<file path="config.mk">
export PLATFORM = sky130hd
export DESIGN_NAME = sdlcr_regs
export DESIGN_NICKNAME = d
export VERILOG_FILES = /design/src/inc/sdlcr_pkg.sv /design/src/sdlcr_lane_drv.sv /design/src/sdlcr_regs.sv
export SDC_FILE = /design/constraint.sdc
export NUM_CORES = 1
export LEC_CHECK = 0
export BUFFER_PORTS_ARGS = -buffer_cell sky130_fd_sc_hd__buf_2
export CAP_MARGIN = 20
export CORE_ASPECT_RATIO = 2
export CORE_UTILIZATION = 54
export CTS_CLUSTER_DIAMETER = 30
export DETAILED_ROUTE_END_ITERATION = 10
export PLACE_DENSITY = 0.78
export SKIP_LAST_GASP = 1
export SYNTH_ARGS = -nofsm -noshare
export SYNTH_HDL_FRONTEND = slang
export SYNTH_HIERARCHICAL = 1
export SYNTH_SLANG_ARGS = --single-unit
</file>
<file path="constraint.sdc">
create_clock -name clk_i -period 5.5 [get_ports clk_i]
set_input_delay 1.1 -clock clk_i [delete_from_list [all_inputs] [get_ports clk_i]]
set_output_delay 1.1 -clock clk_i [all_outputs]
set_load 0.01 [all_outputs]
</file>
<file path="src/inc/sdlcr_pkg.sv">
// Package with the register map, field layout and codes of the serial lane configuration bank.
`default_nettype none

package sdlcr_pkg;

    localparam int unsigned ADDR_W = 8;
    localparam int unsigned DATA_W = 8;
    localparam int unsigned SEL_W  = 6;
    localparam int unsigned STEP_W = 3;

    // Register offsets.
    localparam logic [7:0] LANE1_DEEMPH_OFF = 8'h12;
    localparam logic [7:0] LANE0_DEEMPH_OFF = 8'h13;
    localparam logic [7:0] LANE2_DEEMPH_OFF = 8'h14;
    localparam logic [7:0] LANE3_DEEMPH_OFF = 8'h15;
    localparam logic [7:0] PLL_MULT_OFF     = 8'h16;
    localparam logic [7:0] PLL_RST_PD_OFF   = 8'h17;
    localparam logic [7:0] STATUS_OFF       = 8'h18;

    // Field positions.
    localparam int unsigned DEEMPH_LSB      = 2;
    localparam int unsigned DEEMPH_MSB      = 7;
    localparam int unsigned PLL_MULT_LSB    = 0;
    localparam int unsigned PLL_MULT_MSB    = 1;
    localparam int unsigned PLL_RST_BIT     = 6;
    localparam int unsigned LANE_OFF_HI_BIT = 5;
    localparam int unsigned LANE_OFF_LO_BIT = 3;
    localparam int unsigned ST_PD_BIT       = 0;
    localparam int unsigned ST_BADCODE_BIT  = 1;
    localparam int unsigned ST_PULSED_BIT   = 2;
    localparam int unsigned ST_RSVD_BIT     = 3;

    // Masks of the writable bits; everything else is reserved.
    localparam logic [7:0] DEEMPH_MASK   = 8'hFC;
    localparam logic [7:0] PLL_MULT_MASK = 8'h03;
    localparam logic [7:0] PLL_RST_MASK  = 8'h68;

    // Values after reset.
    localparam logic [5:0] DEEMPH_RST   = 6'h00;
    localparam logic [1:0] PLL_MULT_RST = 2'h0;
    localparam logic [7:0] RDATA_RST    = 8'h00;

    // Multiplier codes.
    localparam logic [1:0] PLL_MULT_20X = 2'h0;
    localparam logic [1:0] PLL_MULT_40X = 2'h2;

    typedef enum logic [2:0] {
        SDLCR_PR_IDLE = 3'h1,
        SDLCR_PR_HIGH = 3'h2,
        SDLCR_PR_DONE = 3'h4
    } sdlcr_pr_state_t;

endpackage : sdlcr_pkg

`default_nettype wire

</file>
<file path="src/sdlcr_lane_drv.sv">
// One transmitter lane: registered de-emphasis select, step count and code check.
`default_nettype none

module sdlcr_lane_drv
    import sdlcr_pkg::*;
#(
    parameter int unsigned SW = SEL_W
) (
    input  wire logic          clk_i,
    input  wire logic          rstn_i,
    input  wire logic [SW-1:0] sel_i,
    output var  logic [SW-1:0] sel_o,
    output var  logic [2:0]    steps_o,
    output var  logic          thermo_ok_o
);

    ////////////////////////////////////////////////////////////////////////////////
    logic [SW-1:0] next_sel;
    logic [2:0]    next_steps;
    logic          next_thermo_ok;

    // A legal code is a run of ones from bit 0 upward; the step count is the number of set bits.
    always_comb begin
        next_sel       = sel_i;
        next_steps     = 3'h0;
        next_thermo_ok = 1'b1;
        for (int i = 0; i < SW; i++) begin
            if (sel_i[i]) begin
                next_steps = 3'(next_steps + 3'h1);
            end
        end
        // The gap search starts at bit 1 so that no select ever reaches below bit 0.
        for (int i = 1; i < SW; i++) begin
            if (sel_i[i] && !sel_i[i-1]) begin
                next_thermo_ok = 1'b0;
            end
        end
    end

    ////////////////////////////////////////////////////////////////////////////////
    always_ff @(posedge clk_i or negedge rstn_i) begin
        if (!rstn_i) begin
            sel_o       <= SW'(DEEMPH_RST);
            steps_o     <= 3'h0;
            thermo_ok_o <= 1'b1;
        end else begin
            sel_o       <= next_sel;
            steps_o     <= next_steps;
            thermo_ok_o <= next_thermo_ok;
        end
    end

endmodule : sdlcr_lane_drv

`default_nettype wire

</file>
<file path="src/sdlcr_regs.sv">
// Configuration register bank of the four-lane serial transmitter.
//
// The implementer's own choice: strobed register access.
`default_nettype none

module sdlcr_regs
    import sdlcr_pkg::*;
(
    input  wire logic              clk_i,
    input  wire logic              rstn_i,
    input  wire logic [ADDR_W-1:0] addr_i,
    input  wire logic [DATA_W-1:0] wdata_i,
    input  wire logic              wr_i,
    input  wire logic              rd_i,
    output var  logic [DATA_W-1:0] rdata_o,
    output var  logic [SEL_W-1:0]  lane0_deemph_sel_o,
    output var  logic [SEL_W-1:0]  lane1_deemph_sel_o,
    output var  logic [SEL_W-1:0]  lane2_deemph_sel_o,
    output var  logic [SEL_W-1:0]  lane3_deemph_sel_o,
    output var  logic [STEP_W-1:0] lane0_deemph_steps_o,
    output var  logic [STEP_W-1:0] lane1_deemph_steps_o,
    output var  logic [STEP_W-1:0] lane2_deemph_steps_o,
    output var  logic [STEP_W-1:0] lane3_deemph_steps_o,
    output var  logic [3:0]        deemph_code_ok_o,
    output var  logic [1:0]        tx_pll_multiplier_sel_o,
    output var  logic              pll_mult_20x_o,
    output var  logic              pll_mult_40x_o,
    output var  logic              pll_reset_o,
    output var  logic              pll_reset_pulsed_o,
    output var  logic              unused_lane_off_o,
    output var  logic              chan_a_lane_zero_oe_o,
    output var  logic              chan_a_lane_three_oe_o,
    output var  logic              chan_b_lane_zero_oe_o,
    output var  logic              chan_b_lane_three_oe_o
);

    ////////////////////////////////////////////////////////////////////////////////
    // Register storage; lane index order is 0, 1, 2, 3.
    logic [SEL_W-1:0] deemph_sel [4];
    logic [1:0]       pll_mult;
    logic             pll_rst;
    logic             lane_off_hi;
    logic             lane_off_lo;
    logic             rsvd_seen;
    sdlcr_pr_state_t  pr_state;

    logic [SEL_W-1:0] next_deemph_sel [4];
    logic [1:0]       next_pll_mult;
    logic             next_pll_rst;
    logic             next_lane_off_hi;
    logic             next_lane_off_lo;
    logic             next_rsvd_seen;
    sdlcr_pr_state_t  next_pr_state;

    logic [7:0] lane_off [4];
    logic       wr_deemph [4];
    logic       wr_mult;
    logic       wr_rstpd;
    logic       wr_status;
    logic       rsvd_hit;

    assign lane_off[0] = LANE0_DEEMPH_OFF;
    assign lane_off[1] = LANE1_DEEMPH_OFF;
    assign lane_off[2] = LANE2_DEEMPH_OFF;
    assign lane_off[3] = LANE3_DEEMPH_OFF;

    ////////////////////////////////////////////////////////////////////////////////
    // Write decode and per-lane de-emphasis storage.
    genvar g;
    generate
        for (g = 0; g < 4; g++) begin : g_lane
            logic [STEP_W-1:0] steps;
            logic [SEL_W-1:0]  sel;
            logic              ok;

            assign wr_deemph[g] = wr_i && (addr_i == lane_off[g]);

            always_comb begin
                next_deemph_sel[g] = deemph_sel[g];
                if (wr_deemph[g]) begin
                    next_deemph_sel[g] = wdata_i[DEEMPH_MSB:DEEMPH_LSB];
                end
            end

            always_ff @(posedge clk_i or negedge rstn_i) begin
                if (!rstn_i) begin
                    deemph_sel[g] <= DEEMPH_RST;
                end else begin
                    deemph_sel[g] <= next_deemph_sel[g];
                end
            end

            sdlcr_lane_drv #(
                .SW (SEL_W)
            ) u_lane (
                .clk_i       (clk_i),
                .rstn_i      (rstn_i),
                .sel_i       (next_deemph_sel[g]),
                .sel_o       (sel),
                .steps_o     (steps),
                .thermo_ok_o (ok)
            );
        end
    endgenerate

    assign lane0_deemph_sel_o   = g_lane[0].sel;
    assign lane1_deemph_sel_o   = g_lane[1].sel;
    assign lane2_deemph_sel_o   = g_lane[2].sel;
    assign lane3_deemph_sel_o   = g_lane[3].sel;
    assign lane0_deemph_steps_o = g_lane[0].steps;
    assign lane1_deemph_steps_o = g_lane[1].steps;
    assign lane2_deemph_steps_o = g_lane[2].steps;
    assign lane3_deemph_steps_o = g_lane[3].steps;
    // One word-wide assignment keeps a single driver on the code check output.
    assign deemph_code_ok_o     = {g_lane[3].ok, g_lane[2].ok, g_lane[1].ok, g_lane[0].ok};

    assign wr_mult   = wr_i && (addr_i == PLL_MULT_OFF);
    assign wr_rstpd  = wr_i && (addr_i == PLL_RST_PD_OFF);
    assign wr_status = wr_i && (addr_i == STATUS_OFF);

    // Reserved bits written as one are remembered so that bring-up software can be caught.
    always_comb begin
        rsvd_hit = 1'b0;
        for (int i = 0; i < 4; i++) begin
            if (wr_deemph[i] && |(wdata_i & ~DEEMPH_MASK)) begin
                rsvd_hit = 1'b1;
            end
        end
        if (wr_mult && |(wdata_i & ~PLL_MULT_MASK)) begin
            rsvd_hit = 1'b1;
        end
        if (wr_rstpd && |(wdata_i & ~PLL_RST_MASK)) begin
            rsvd_hit = 1'b1;
        end
    end

    ////////////////////////////////////////////////////////////////////////////////
    // PLL and power-down control storage.
    always_comb begin
        next_pll_mult    = pll_mult;
        next_pll_rst     = pll_rst;
        next_lane_off_hi = lane_off_hi;
        next_lane_off_lo = lane_off_lo;
        next_rsvd_seen   = rsvd_seen;
        if (wr_mult) begin
            next_pll_mult = wdata_i[PLL_MULT_MSB:PLL_MULT_LSB];
        end
        if (wr_rstpd) begin
            next_pll_rst     = wdata_i[PLL_RST_BIT];
            next_lane_off_hi = wdata_i[LANE_OFF_HI_BIT];
            next_lane_off_lo = wdata_i[LANE_OFF_LO_BIT];
        end
        // A new violation in the clearing cycle keeps the flag set.
        if (wr_status && wdata_i[ST_RSVD_BIT]) begin
            next_rsvd_seen = 1'b0;
        end
        if (rsvd_hit) begin
            next_rsvd_seen = 1'b1;
        end
    end

    always_ff @(posedge clk_i or negedge rstn_i) begin
        if (!rstn_i) begin
            pll_mult    <= PLL_MULT_RST;
            pll_rst     <= 1'b0;
            lane_off_hi <= 1'b0;
            lane_off_lo <= 1'b0;
            rsvd_seen   <= 1'b0;
        end else begin
            pll_mult    <= next_pll_mult;
            pll_rst     <= next_pll_rst;
            lane_off_hi <= next_lane_off_hi;
            lane_off_lo <= next_lane_off_lo;
            rsvd_seen   <= next_rsvd_seen;
        end
    end

    ////////////////////////////////////////////////////////////////////////////////
    // Tracks the 0, 1, 0 pulse of the PLL reset bit.
    always_comb begin
        next_pr_state = pr_state;
        unique case (pr_state)
            SDLCR_PR_IDLE: begin
                if (next_pll_rst) begin
                    next_pr_state = SDLCR_PR_HIGH;
                end
            end
            SDLCR_PR_HIGH: begin
                if (!next_pll_rst) begin
                    next_pr_state = SDLCR_PR_DONE;
                end
            end
            SDLCR_PR_DONE: begin
                if (next_pll_rst) begin
                    next_pr_state = SDLCR_PR_HIGH;
                end
            end
            default: begin
                next_pr_state = SDLCR_PR_IDLE;
            end
        endcase
    end

    always_ff @(posedge clk_i or negedge rstn_i) begin
        if (!rstn_i) begin
            pr_state <= SDLCR_PR_IDLE;
        end else begin
            pr_state <= next_pr_state;
        end
    end

    ////////////////////////////////////////////////////////////////////////////////
    // Registered control outputs, updated in the same edge as the register itself.
    logic next_lane_down;

    // Both bits must be set, so a half-written pair never floats the lanes.
    assign next_lane_down = next_lane_off_hi && next_lane_off_lo;

    always_ff @(posedge clk_i or negedge rstn_i) begin
        if (!rstn_i) begin
            tx_pll_multiplier_sel_o <= PLL_MULT_RST;
            pll_mult_20x_o          <= 1'b1;
            pll_mult_40x_o          <= 1'b0;
            pll_reset_o             <= 1'b0;
            pll_reset_pulsed_o      <= 1'b0;
            unused_lane_off_o       <= 1'b0;
            chan_a_lane_zero_oe_o   <= 1'b1;
            chan_a_lane_three_oe_o  <= 1'b1;
            chan_b_lane_zero_oe_o   <= 1'b1;
            chan_b_lane_three_oe_o  <= 1'b1;
        end else begin
            tx_pll_multiplier_sel_o <= next_pll_mult;
            pll_mult_20x_o          <= (next_pll_mult == PLL_MULT_20X);
            pll_mult_40x_o          <= (next_pll_mult == PLL_MULT_40X);
            pll_reset_o             <= next_pll_rst;
            pll_reset_pulsed_o      <= (next_pr_state == SDLCR_PR_DONE);
            unused_lane_off_o       <= next_lane_down;
            chan_a_lane_zero_oe_o   <= !next_lane_down;
            chan_a_lane_three_oe_o  <= !next_lane_down;
            chan_b_lane_zero_oe_o   <= !next_lane_down;
            chan_b_lane_three_oe_o  <= !next_lane_down;
        end
    end

    ////////////////////////////////////////////////////////////////////////////////
    // Read path; reserved bits and unmapped offsets read as zero.
    logic [DATA_W-1:0] next_rdata;
    logic [DATA_W-1:0] status_word;
    logic              bad_code;

    // An unused multiplier code leaves the PLL without a valid ratio, so it is flagged.
    assign bad_code = (pll_mult != PLL_MULT_20X) && (pll_mult != PLL_MULT_40X);

    always_comb begin
        status_word                 = 8'h00;
        status_word[ST_PD_BIT]      = lane_off_hi && lane_off_lo;
        status_word[ST_BADCODE_BIT] = bad_code;
        status_word[ST_PULSED_BIT]  = (pr_state == SDLCR_PR_DONE);
        status_word[ST_RSVD_BIT]    = rsvd_seen;
    end

    // Read data falls back to zero after one cycle, so a stale value never looks like a fresh read.
    always_comb begin
        next_rdata = RDATA_RST;
        if (rd_i) begin
            for (int i = 0; i < 4; i++) begin
                if (addr_i == lane_off[i]) begin
                    next_rdata = {deemph_sel[i], 2'h0};
                end
            end
            if (addr_i == PLL_MULT_OFF) begin
                next_rdata = {6'h00, pll_mult};
            end
            if (addr_i == PLL_RST_PD_OFF) begin
                next_rdata = {1'b0, pll_rst, lane_off_hi, 1'b0, lane_off_lo, 3'h0};
            end
            if (addr_i == STATUS_OFF) begin
                next_rdata = status_word;
            end
        end
    end

    always_ff @(posedge clk_i or negedge rstn_i) begin
        if (!rstn_i) begin
            rdata_o <= RDATA_RST;
        end else begin
            rdata_o <= next_rdata;
        end
    end

endmodule : sdlcr_regs

`default_nettype wire

</file>
==> metrics <==
Clock Path Buffers=2; clk_skew=0.00592 ns; worst hold endpoint=rdata_o[3]; total negative slack=0 ns; Reg clk slew, reported paths=roughly 0.06 ns; starting density of the core=0.563; vias in the first global route=3,052; Avg WL per Cell=16.8 um; syn_area_per_cell=12.1 um2; Layout Nets=467; first-pass GRT wire length=14,600 um; WL final=8820 um; latest clock arrival within the worst-skew pair=0.34 ns; drt drc=0; initial antenna violation count=0; initial DRC count=between 200 and 300; Layout area overhead=16.2%; Critical Path Fanout Max=6; RR Endpoint=g_lane[3].u_lane/steps_o[2]; GPL Wtd Cong=0.833; die height=128 um; main area contributors after synthesis=dfrtp_1, mux2_2, ha_1; HPWL after DPL=roughly 6300 um; vias per inst=5.54; area of the core=0.00766 mm2; number of distinct library cells after synthesis=between 50 and 60; leak pwr=2.59 nW; worst hold margin=0.561 ns; Slew Limit Fails=0; Hold WC Path Type=register to register; CTS tree=done; Final Hold Violating Endpoints=0; number of flops mapped to enable cells by yosys=0; Post-CTS Resized=0; CTS Root Cell=clkbuf_16; share of the synthesized area in the top cell type=0.459; ANT nets after route=0; most common cell after layout, fill and taps aside=dfrtp_1; Tmin final=5.04 ns; Startpoint Class=input pin; TritonCTS buffer count=9; Syn Nets=just under 400; largest net degree at the start of global routing=between 80 and 90; layout cells sized above 1=0.347; FF-to-FF setup slack=2.38 ns; VDD IR max=between 0.0002 and 0.00025 V; Peak Freq=0.198 GHz; Setup crit end kind=register; final setup vio count=0; Yosys top cell by area=dfrtp_1; num ports=79; Die X-Extent=65.2 um; Post-CTS Hold Fix Bufs=0; status=completed; most frequent cells in the layout=dfrtp_1, buf_2, mux2_2; Syn Std Cell Area=roughly 0.0043 mm2; Syn Inst Count=~360; IO buf count=78; Via Count=2,913; hold path depth=2; critical path arrival=5.31 ns; min-delay src=rsvd_seen; Post-synth ARST share=1.00; die area=0.00836 mm2; # diodes=0; Clock Sinks=86; Yosys reg bits=86; Seq/Total Area, Yosys=0.502; total power=1.50 mW; Worst Tran Pin Value=between 0.5 and 0.6 ns; Yosys warnings=6; critical path class=input pin to register; GR Util All Layers=0.238; RSZ-0062 raised after global routing=no; Worst Reg2Reg Path Length in Cells=14; Req. time, crit path=5.77 ns; MaxCap Viol Count=0; R2R Path Start=deemph_sel[0]; Synth Flop Type=dfrtp_1; DR pass1 iterations=4; Slew headroom=0.646; pwr/cell area=299 mW/mm2; fin util=0.654; Std-Cell Rows=45; number of post-CTS setup repair buffers=0; fin crit share=0.917; H-tree levels=3; gr ovfl total=0
logic make-up after synthesis:
logic type,count (synthesis),share of synthesized area
adders and majority gates,20,0.0581
muxes,43,0.109
xor gates and xnor gates,29,0.0810
AOI/OAI and AO/OA,46,0.0741
DFF,86,0.502
and+or+nand+nor,99,0.133
buffers and inverters,32,0.0430
through the flow:
step	instances	instance area [um2]	setup WS (ns)
final	526	5010	0.457
after global routing	526	5010	0.215
after CTS	525	4980	0.489
after detailed placement	509	4690	0.155
after global placement	509	4690	0.306
after floorplan	355	4310	0.648
worst max path at each step:
stage,startpoint,end,cells past startpoint
2_1_floorplan,addr_i[5],g_lane[0].u_lane/steps_o[2],18
3_3_place_gp,addr_i[5],g_lane[3].u_lane/steps_o[2],18
3_5_place_dp,addr_i[5],g_lane[3].u_lane/steps_o[2],18
4_1_cts,addr_i[5],g_lane[3].u_lane/steps_o[2],18
5_1_grt,addr_i[5],g_lane[3].u_lane/steps_o[2],18
6_report,addr_i[5],g_lane[3].u_lane/steps_o[2],18
per-layer routing:
metal / vias up / track usage / routed length [um]
met2: 95 / 0.428 / 4980
met4: 0 / 0.133 / 291
li1: 1385 / - / -
met1: 1412 / 0.250 / 3150
met5: - / 0 / 0
met3: 21 / 0.0507 / 400
registers in the layout, indices dropped and copies added (netlist names):
| signal | flops |
|---|---|
| chan_b_lane_three_oe_o | 1 |
| deemph_sel | 24 |
| g_lane.u_lane/sel_o | 24 |
| g_lane.u_lane/steps_o | 12 |
| g_lane.u_lane/thermo_ok_o | 4 |
| lane_off_hi | 1 |
| lane_off_lo | 1 |
| pll_mult_20x_o | 1 |
| pll_mult_40x_o | 1 |
| pll_reset_o | 1 |
| pll_reset_pulsed_o | 1 |
| pr_state | 3 |
| rdata_o | 8 |
| rsvd_seen | 1 |
| tx_pll_multiplier_sel_o | 2 |
| unused_lane_off_o | 1 |
worst max-delay path: stages:
cell     delay [ns]
buf_2          0.10
or4b_4         0.58
nor3b_2        0.36
and4b_1        0.42
mux2_2         0.42
ha_1           0.23
nor2b_1        0.14
or2_2          0.30
ha_1           0.27
or2b_1         0.24
o21a_1         0.11
ha_1           0.29
nand2_1        0.07
nand2_1        0.06
ha_1           0.22
nand2_1        0.08
xor2_1         0.18
xnor2_1        0.13
final cells by class:
cell class                      instances  area [um2]
Tap cell                               94         118
Sequential cell                        86        2160
Clock inverter                          4        47.5
Multi-Input combinational cell        237        1960
Fill cell                             625        2650
Clock buffer                           12         246
Inverter                               14        52.6
Timing Repair Buffer                   79         420
cells in the mapped netlist (5+ instances only):
cell,number
or2b_1,8
nor2b_1,13
o21a_1,5
dfstp_2,7
xor2_1,12
nand2_1,26
mux2i_1,13
ha_1,20
buf_4,9
nor2_1,15
mux2_2,29
inv_1,14
o22ai_1,7
a21oi_1,14
dfrtp_1,79
xnor2_1,9
nand2b_1,8
report_power, final:
| group | leakage (nW) | internal (mW) | switching [mW] |
|---|---|---|---|
| clock | 0.143 | 0.362 | 0.232 |
| combinational | 1.29 | 0.0938 | 0.118 |
| sequential | 1.16 | 0.676 | 0.0153 |
Power figures use the tool's default switching activity.
